### src/hdl/pocv_defines.svh
// Register offsets, field positions, reset values and trim width for the loop override and trim control.
// Assumes inclusion by bare name from the design files.
`ifndef POCV_DEFINES_SVH
`define POCV_DEFINES_SVH
`define POCV_ADDR_OVERRIDE     8'h58
`define POCV_ADDR_TRIM         8'h59
`define POCV_ADDR_LOOP_RESET   8'h5c
`define POCV_OVR_EN_BIT        7
`define POCV_SECOND_MODE_HI    5
`define POCV_SECOND_MODE_LO    4
`define POCV_FIRST_MODE_HI     3
`define POCV_FIRST_MODE_LO     2
`define POCV_SE_OVR_BIT        1
`define POCV_EN_OVR_BIT        0
`define POCV_OVERRIDE_RESET    8'h00
`define POCV_TRIM_RESET        7'h00
`define POCV_LOOP_RESET_RESET  1'b0
`define POCV_TRIM_WIDTH        7
`endif

### src/hdl/pocv_pkg.sv
// Types shared by the loop override and trim control files.
// Assumes nothing beyond a SystemVerilog compiler.
package pocv_pkg;
  typedef logic [1:0] pocv_div_mode_t;
  typedef enum logic [1:0] {
    POCV_DIV_OFF,
    POCV_DIV_BY1,
    POCV_DIV_BY2,
    POCV_DIV_BY4
  } pocv_div_sel_t;
  typedef enum logic [1:0] {
    POCV_CAL_IDLE,
    POCV_CAL_RUN,
    POCV_CAL_DONE
  } pocv_cal_state_t;
endpackage : pocv_pkg

### src/hdl/pocv_ref_divider.sv
// One divided-reference output: divides the loop reference by 1, 2 or 4, or holds low.
// Assumes ref_clk_in is a synchronous level sampled on sys_clk.
`timescale 1ns/100ps
`default_nettype none
module pocv_ref_divider
  import pocv_pkg::*;
(
  input  wire logic           sys_clk,
  input  wire logic           arst_n,
  input  wire logic           clk_en,
  input  wire pocv_div_sel_t  mode,
  input  wire logic           ref_clk_in,
  output logic                div_out,
  output logic                active
);
  logic       ref_prev_q;
  logic [1:0] cnt_q;
  logic       out_q;

  // Count rising reference edges; output is a registered level
  always_ff @(posedge sys_clk or negedge arst_n) begin
    if (!arst_n) begin
      ref_prev_q <= 1'b0;
      cnt_q      <= 2'h0;
      out_q      <= 1'b0;
    end else if (clk_en) begin
      ref_prev_q <= ref_clk_in;
      if (mode == POCV_DIV_OFF) begin
        cnt_q <= 2'h0;
        out_q <= 1'b0;
      end else if (mode == POCV_DIV_BY1) begin
        out_q <= ref_clk_in;
      end else if (ref_clk_in && !ref_prev_q) begin
        cnt_q <= cnt_q + 2'h1;
        out_q <= (mode == POCV_DIV_BY2) ? cnt_q[0] == 1'b0 : cnt_q[1] == 1'b0;
      end
    end
  end

  assign div_out = out_q;
  assign active  = (mode != POCV_DIV_OFF);
endmodule : pocv_ref_divider
`default_nettype wire

### src/hdl/pocv_ctrl.sv
// Loop pin override, oscillator trim and loop reset registers with a calibration sequencer.
// Assumes a byte-wide register port decoded from the serial interface, one access per strobe.
//
// Behaviour
// - Override bit 7 ignores configuration pins
// - Override off: pins drive loop functions
// - Override on: register fields drive functions
// - Bits 5:4 set second output divide
// - Mode fields ignored when override off
// - Second output needs first output running
// - Bits 3:2 set first output divide
// - Bit 1 selects single-ended reference
// - Bit 0 enables loop under override
// - Trim bits 6:0 written by engine/software
// - Calibration starts when reset bit cleared
// - Done reads one when finished or skipped
`timescale 1ns/100ps
`default_nettype none
`include "pocv_defines.svh"
module pocv_ctrl
  import pocv_pkg::*;
(
  input  wire logic                        sys_clk,
  input  wire logic                        arst_n,
  input  wire logic                        clk_en,
  input  wire logic                        reg_wr,
  input  wire logic                        reg_rd,
  input  wire logic [7:0]                  reg_addr,
  input  wire logic [7:0]                  reg_wdata,
  output logic      [7:0]                  reg_rdata,
  input  wire logic                        loop_enable_pin,
  input  wire logic                        ref_type_select_pin,
  input  wire logic                        clock_config_pin_a,
  input  wire logic                        clock_config_pin_b,
  input  wire logic                        calibration_enable,
  input  wire logic                        cal_engine_wr,
  input  wire logic [`POCV_TRIM_WIDTH-1:0] cal_engine_trim,
  input  wire logic                        cal_engine_finished,
  input  wire logic                        loop_ref_clk,
  output logic                             loop_enable,
  output logic                             single_ended_ref_input_sel,
  output logic                             first_divided_ref_output,
  output logic                             second_divided_ref_output,
  output logic [`POCV_TRIM_WIDTH-1:0]      oscillator_trim,
  output logic                             loop_reset_bit,
  output logic                             cal_engine_start,
  output logic                             calibration_done,
  output logic                             calibration_running
);
  logic [7:0]                  override_q;
  logic [`POCV_TRIM_WIDTH-1:0] trim_q;
  logic                        loop_reset_q;
  pocv_cal_state_t             cal_state_q;
  logic                        start_q;
  logic                        loop_override_enable;
  pocv_div_mode_t              first_divided_ref_mode;
  pocv_div_mode_t              second_divided_ref_mode;
  pocv_div_sel_t               first_sel;
  pocv_div_sel_t               second_sel;
  logic                        first_active;
  logic                        second_raw;
  logic                        wr_ovr;
  logic                        wr_trim;
  logic                        wr_rst;

  assign wr_ovr  = reg_wr && (reg_addr == `POCV_ADDR_OVERRIDE);
  assign wr_trim = reg_wr && (reg_addr == `POCV_ADDR_TRIM);
  assign wr_rst  = reg_wr && (reg_addr == `POCV_ADDR_LOOP_RESET);

  // Override register stores all eight bits; reserved bit kept as written
  always_ff @(posedge sys_clk or negedge arst_n) begin
    if (!arst_n) begin
      override_q <= `POCV_OVERRIDE_RESET;
    end else if (clk_en && wr_ovr) begin
      override_q <= reg_wdata;
    end
  end

  // Trim register; an engine update during a run wins over a software write in the same cycle
  always_ff @(posedge sys_clk or negedge arst_n) begin
    if (!arst_n) begin
      trim_q <= `POCV_TRIM_RESET;
    end else if (clk_en) begin
      if (cal_engine_wr && calibration_running) begin
        trim_q <= cal_engine_trim;
      end else if (wr_trim) begin
        trim_q <= reg_wdata[`POCV_TRIM_WIDTH-1:0];
      end
    end
  end

  // Loop reset bit; only bit 0 is stored, upper bits read zero
  always_ff @(posedge sys_clk or negedge arst_n) begin
    if (!arst_n) begin
      loop_reset_q <= `POCV_LOOP_RESET_RESET;
    end else if (clk_en && wr_rst) begin
      loop_reset_q <= reg_wdata[0];
    end
  end

  // Calibration sequencer: reset bit high aborts, falling write starts a run
  always_ff @(posedge sys_clk or negedge arst_n) begin
    if (!arst_n) begin
      cal_state_q <= POCV_CAL_IDLE;
      start_q     <= 1'b0;
    end else if (clk_en) begin
      start_q <= 1'b0;
      unique case (cal_state_q)
        POCV_CAL_IDLE: begin
          if (wr_rst && !reg_wdata[0] && loop_reset_q) begin
            if (calibration_enable) begin
              cal_state_q <= POCV_CAL_RUN;
              start_q     <= 1'b1;
            end else begin
              cal_state_q <= POCV_CAL_DONE;
            end
          end
        end
        POCV_CAL_RUN: begin
          if (loop_reset_q) begin
            cal_state_q <= POCV_CAL_IDLE;
          end else if (cal_engine_finished) begin
            cal_state_q <= POCV_CAL_DONE;
          end
        end
        POCV_CAL_DONE: begin
          if (wr_rst && reg_wdata[0]) begin
            cal_state_q <= POCV_CAL_IDLE;
          end
        end
      endcase
    end
  end

  assign calibration_running = (cal_state_q == POCV_CAL_RUN);
  assign calibration_done    = (cal_state_q == POCV_CAL_DONE) || !calibration_enable;
  assign cal_engine_start    = start_q;
  assign loop_reset_bit      = loop_reset_q;

  // Source selection between pins and register fields
  assign loop_override_enable    = override_q[`POCV_OVR_EN_BIT];
  assign first_divided_ref_mode  = override_q[`POCV_FIRST_MODE_HI:`POCV_FIRST_MODE_LO];
  assign second_divided_ref_mode = override_q[`POCV_SECOND_MODE_HI:`POCV_SECOND_MODE_LO];

  always_comb begin
    if (loop_override_enable) begin
      loop_enable                = override_q[`POCV_EN_OVR_BIT];
      single_ended_ref_input_sel = override_q[`POCV_SE_OVR_BIT];
      first_sel                  = pocv_div_sel_t'(first_divided_ref_mode);
      second_sel                 = pocv_div_sel_t'(second_divided_ref_mode);
    end else begin
      // Pin mode: config pins pick divide; mode fields unused
      loop_enable                = loop_enable_pin;
      single_ended_ref_input_sel = ref_type_select_pin;
      first_sel                  = pocv_div_sel_t'({clock_config_pin_b, clock_config_pin_a});
      second_sel                 = pocv_div_sel_t'({clock_config_pin_b, clock_config_pin_a});
    end
  end

  pocv_ref_divider u_first (
    .sys_clk    (sys_clk),
    .arst_n     (arst_n),
    .clk_en     (clk_en),
    .mode       (first_sel),
    .ref_clk_in (loop_ref_clk),
    .div_out    (first_divided_ref_output),
    .active     (first_active)
  );

  // Second divider is held off unless the first is running
  pocv_ref_divider u_second (
    .sys_clk    (sys_clk),
    .arst_n     (arst_n),
    .clk_en     (clk_en),
    .mode       (first_active ? second_sel : POCV_DIV_OFF),
    .ref_clk_in (loop_ref_clk),
    .div_out    (second_raw),
    .active     ()
  );
  assign second_divided_ref_output = second_raw;

  assign oscillator_trim = trim_q;

  // Read mux from flops; unmapped addresses read zero
  always_ff @(posedge sys_clk or negedge arst_n) begin
    if (!arst_n) begin
      reg_rdata <= 8'h00;
    end else if (clk_en && reg_rd) begin
      unique case (reg_addr)
        `POCV_ADDR_OVERRIDE:   reg_rdata <= override_q;
        `POCV_ADDR_TRIM:       reg_rdata <= {1'b0, trim_q};
        `POCV_ADDR_LOOP_RESET: reg_rdata <= {7'h00, loop_reset_q};
        default:               reg_rdata <= 8'h00;
      endcase
    end
  end
endmodule : pocv_ctrl
`default_nettype wire

### config.mk
export PLATFORM = sky130hd
export DESIGN_NAME = pocv_ctrl
export DESIGN_NICKNAME = d
export VERILOG_FILES = /design/src/hdl/pocv_pkg.sv /design/src/hdl/pocv_ref_divider.sv /design/src/hdl/pocv_ctrl.sv
export VERILOG_INCLUDE_DIRS = /design/src /design/src/hdl
export SDC_FILE = /design/constraint.sdc
export NUM_CORES = 1
export LEC_CHECK = 0
export ABC_CLOCK_PERIOD_IN_PS = 4550
export BUFFER_PORTS_ARGS = -buffer_cell sky130_fd_sc_hd__buf_4
export CORE_MARGIN = 3
export CORE_UTILIZATION = 35
export DETAILED_ROUTE_END_ITERATION = 10
export HOLD_SLACK_MARGIN = 0.03
export PLACE_DENSITY_LB_ADDON = 0.15
export SLEW_MARGIN = 20
export SYNTH_ARGS = -nofsm -noshare
export SYNTH_HDL_FRONTEND = slang
export SYNTH_SLANG_ARGS = --single-unit
### constraint.sdc
create_clock -name sys_clk -period 4.55 [get_ports sys_clk]
set_clock_uncertainty 0.1 [all_clocks]
set_input_delay 0 -clock sys_clk [delete_from_list [all_inputs] [get_ports sys_clk]]
set_output_delay 0 -clock sys_clk [all_outputs]
set_load 0.03 [all_outputs]
==> implementation parameters <==
Parameter                              Value

Run status
  Outcome    finished, final reports clean

Synth
  Cell count after synthesis    180
  Synth unique cells    41
  Synth Net Count    219
  Sequential cell area fraction in the yosys report    0.440
  Warning count from the yosys run    0
  Area of the mapped netlist    1940 µm²
  Mean cell area of the mapped netlist    10.8 µm²
  Number of flip-flops and latches in the synthesized netlist    34

Global route
  Total congestion overflow after global routing    0
  First-pass GRT wire length    8390 µm
  Number of global-route vias before repair    1672
  GRT Resource Usage Total    0.170
  Initial antenna violation count    0
  Largest net degree at the start of global routing    35

Route
  Routed Antenna Nets    0
  Number of design-rule violations left by the first detailed-router iteration    90
  Routed wire length per instance    15.3 µm
  Vias after detailed routing    1705
  First-pass iteration count of the detailed router    4
  Residual DRC count    0
  Total Routed Length    5010 µm
  Detailed-route vias per instance    5.20

STA
  Unrepaired setup endpoints after global routing    false
  Achievable frequency    500 MHz
  Worst slew pin tran    0.541 ns
  Setup ws final    2.55 ns
  Final cycle utilization of the critical path    0.440
  Setup TNS    0 ns
  Final min period    2.00 ns
  Fin. max-slew vios    0
  Worst slew margin relative to its limit    0.639
  Worst hold margin    0.0362 ns
  Number of hold violations in the final report    0
  Number of setup violations in the final report    0

Floorplan
  Total die area    6460 µm²
  Placeable core region    5240 µm²
  Placement row count    26
  Starting density of the core    0.370
  Die X-Extent    80.4 µm
  I/O pin count    59
  Die Y    80.4 µm

Placed design
  Area of placed instances    2430 µm²
  Total of buffers placed on input and output ports    58
  Minimum setup slack after placement    2.56 ns
  Final estimated routing congestion in global placement    0.827
  Hpwl dp    3580 µm

Worst setup path
  Launching instance or port of the critical path    override_q[7]$_DFFE_PN0P_
  Critical-path maximum fanout    15
  Crit Reg-Reg Endpoint    u_second.cnt_q[1]$_DFFE_PN0P_
  Worst R2R Start    override_q[7]$_DFFE_PN0P_
  CP Cell Sequence    o211ai_1 > nand4_1 > or4b_4 > o311ai_2
  Crit-path max cell delay    0.67 ns
  Worst Reg-to-Reg Cells    4
  Classification of the worst setup path    flip-flop to flip-flop
  Worst path slowest cell    sky130_fd_sc_hd__dfrtp_1
  Arrival time reported for the critical path endpoint    2.09 ns
  Setup slack, reg-to-reg    2.55 ns
  Setup crit start kind    flip-flop
  Kind of capture point of the worst setup path    flip-flop
  Capture point of the worst path    u_second.cnt_q[1]$_DFFE_PN0P_
  Worst endpoint required time    4.64 ns

Clock tree
  Worst-Skew Late Latency    0.28 ns
  Number of H-tree levels    2
  Clock tree from TritonCTS    done
  Buffer type at the clock tree root    sky130_fd_sc_hd__clkbuf_8
  PostCTS Resize Cnt    0
  Buffers from clock root to sink, at most    2
  Total clock buffers created by CTS    5
  Clock-pin slew reported for the worst setup and hold paths after clock tree synthesis    0.07 ns
  Clk sink count    34

Power
  Peak VDD IR    0.165 mV
  Power per cell area    391 nW/µm²
  Part of the power in the clock network    0.223
  Share of total power in combinational logic    0.379
  Part of the power in registers    0.399
  Internal power    0.673 mW
  Sw Pwr    0.383 mW
  Switching Fraction    0.363
  Standby leakage power    1.26 nW

Finish
  Diode count    0
  Layout area overhead    39.6%
  Final design instance area without fill    2700 µm²
  Fill cell count    503
  Number of nets in the layout    296
  Proportion of layout cells with a drive suffix above 1    0.353

Min path
  Hold crit path type    primary input to flip-flop

Job
  Max cap viols    0
## cells in the final DEF, fill, tap and decap left out, types with 2 or more instances in the layout
cell type / instances
sky130_fd_sc_hd__buf_4: 58
sky130_fd_sc_hd__dfrtp_1: 34
sky130_fd_sc_hd__dlygate4sd3_1: 18
sky130_fd_sc_hd__nand2_1: 16
sky130_fd_sc_hd__mux2_2: 15
sky130_fd_sc_hd__o21ai_0: 14
sky130_fd_sc_hd__nand2b_1: 11
sky130_fd_sc_hd__mux2i_1: 10
sky130_fd_sc_hd__o31ai_1: 10
sky130_fd_sc_hd__a2bb2oi_1: 7
sky130_fd_sc_hd__inv_1: 6
sky130_fd_sc_hd__clkbuf_8: 6
sky130_fd_sc_hd__nor2b_1: 5
sky130_fd_sc_hd__nand4_1: 4
sky130_fd_sc_hd__o21ai_1: 3
sky130_fd_sc_hd__a21oi_1: 3
sky130_fd_sc_hd__and2_1: 3
sky130_fd_sc_hd__nor2_1: 3
sky130_fd_sc_hd__ha_1: 3
sky130_fd_sc_hd__and4b_1: 2
sky130_fd_sc_hd__a221oi_2: 2
sky130_fd_sc_hd__o211ai_1: 2
sky130_fd_sc_hd__mux2_1: 2
sky130_fd_sc_hd__nor3_1: 2
## how the worst min path moves through the flow
stage | slack (ns) | cells past startpoint | startpoint | endpoint
global placement | -0.12 | 1 | arst_n | cal_state_q[1]$_DFFE_PN0P_
finish | 0.04 | 4 | reg_addr[1] | reg_rdata[0]$_DFFE_PN0P_
global route | 0.06 | 3 | calibration_enable | cal_state_q[0]$_DFFE_PN0P_
CTS | 0.03 | 4 | reg_addr[1] | reg_rdata[0]$_DFFE_PN0P_
floorplan | -0.40 | 0 | arst_n | cal_engine_start$_DFFE_PN0P_
detailed placement | -0.12 | 1 | arst_n | cal_state_q[1]$_DFFE_PN0P_
## registers in the layout, indices dropped and copies added (netlist names), 2 cells and up
| signal | flops |
|---|---|
| cal_state_q | 2 |
| override_q | 8 |
| u_first.cnt_q | 2 |
| u_second.cnt_q | 2 |
| oscillator_trim | 7 |
| reg_rdata | 8 |
## final cells by class
| cell class | instances | area [µm²] | area share |
|---|---|---|---|
| timing repair buffer | 76 | 616 | 0.228 |
| clock buffer | 6 | 82.6 | 0.0306 |
| sequential | 34 | 851 | 0.315 |
| inverter | 6 | 22.5 | 0.00833 |
| multi-input combinational | 134 | 1030 | 0.381 |
| clock inverter | 2 | 12.5 | 0.00463 |
| tap | 70 | 87.6 | 0.0324 |
## stage by stage
step                instances  utilization  power (mW)
floorplan                 180            -       0.674
global placement          302        0.463       0.818
detailed placement        302        0.463       0.818
CTS                       328        0.516        1.07
global route              328        0.516        1.12
finish                    328        0.516        1.06
## power groups by stage
stage | logic, mW | registers, mW | clock network [mW]
final | 0.400 | 0.421 | 0.235
after global routing | 0.434 | 0.431 | 0.256
after CTS | 0.403 | 0.422 | 0.242
after detailed placement | 0.391 | 0.427 | 0
after global placement | 0.389 | 0.429 | 0
after floorplan | 0.188 | 0.487 | 0
## critical path: cells and delay by family (launching register included)
family / cells / cell delay (ns)
AO/OA/AOI/OAI: 2 / 0.45
flip-flops: 1 / 0.67
AND/OR/NAND/NOR: 2 / 0.68
## metal layers
layer	up-vias	GRT usage	share of wire	wire [µm]
li1	828	-	-	-
met1	823	0.224	0.45	2280
met2	49	0.274	0.47	2380
met3	5	0.0426	0.062	309
met4	0	0.0490	0.010	51
met5	-	0	0	0
## kinds of logic (layout without fill, tap and decap cells)
logic type / after synthesis / in the layout / synth area share
adder cells (fa/ha/maj): 3 / 3 / 0.0194
buffers and inverters: 12 / 90 / 0.0278
flip-flops: 34 / 34 / 0.440
AND/OR/NAND/NOR: 55 / 55 / 0.176
multiplexers: 27 / 27 / 0.151
AO/OA/AOI/OAI: 49 / 49 / 0.187
## repair_timing
item | 4_1_cts | 5_1_grt
hold buffers | 18 | 0
hold endpoints to repair | 53 | 0
setup endpoints to repair | 0 | 0
buffers inserted | 0 | 0
## cell usage after synthesis (all sizes together)
master | number | area (µm²)
nor2 | 3 | 11.3
dfrtp | 34 | 851
o21ai | 17 | 85.1
nand3b | 1 | 7.51
nor2b | 5 | 31.3
o31ai | 10 | 75.1
or4b | 1 | 13.8
nor3 | 3 | 26.3
and4bb | 2 | 25.0
o211a | 1 | 10.0
a32o | 1 | 10.0
and4b | 2 | 20.0
inv | 6 | 22.5
a2bb2oi | 7 | 61.3
mux2i | 10 | 100
a21oi | 4 | 23.8
mux2 | 17 | 191
clkbuf | 3 | 11.3
and2b | 1 | 7.51
or3 | 1 | 6.26
nand4 | 5 | 37.5
o311ai | 1 | 16.3
o211ai | 3 | 27.5
buf | 3 | 20.0
nand2 | 17 | 66.3
nand2b | 11 | 68.8
and2 | 3 | 18.8
ha | 3 | 37.5
a2111oi | 1 | 8.76
a221oi | 2 | 30.0
a211oi | 1 | 7.51
a31oi | 1 | 6.26
No activity file was read; power rests on OpenSTA's default activity.
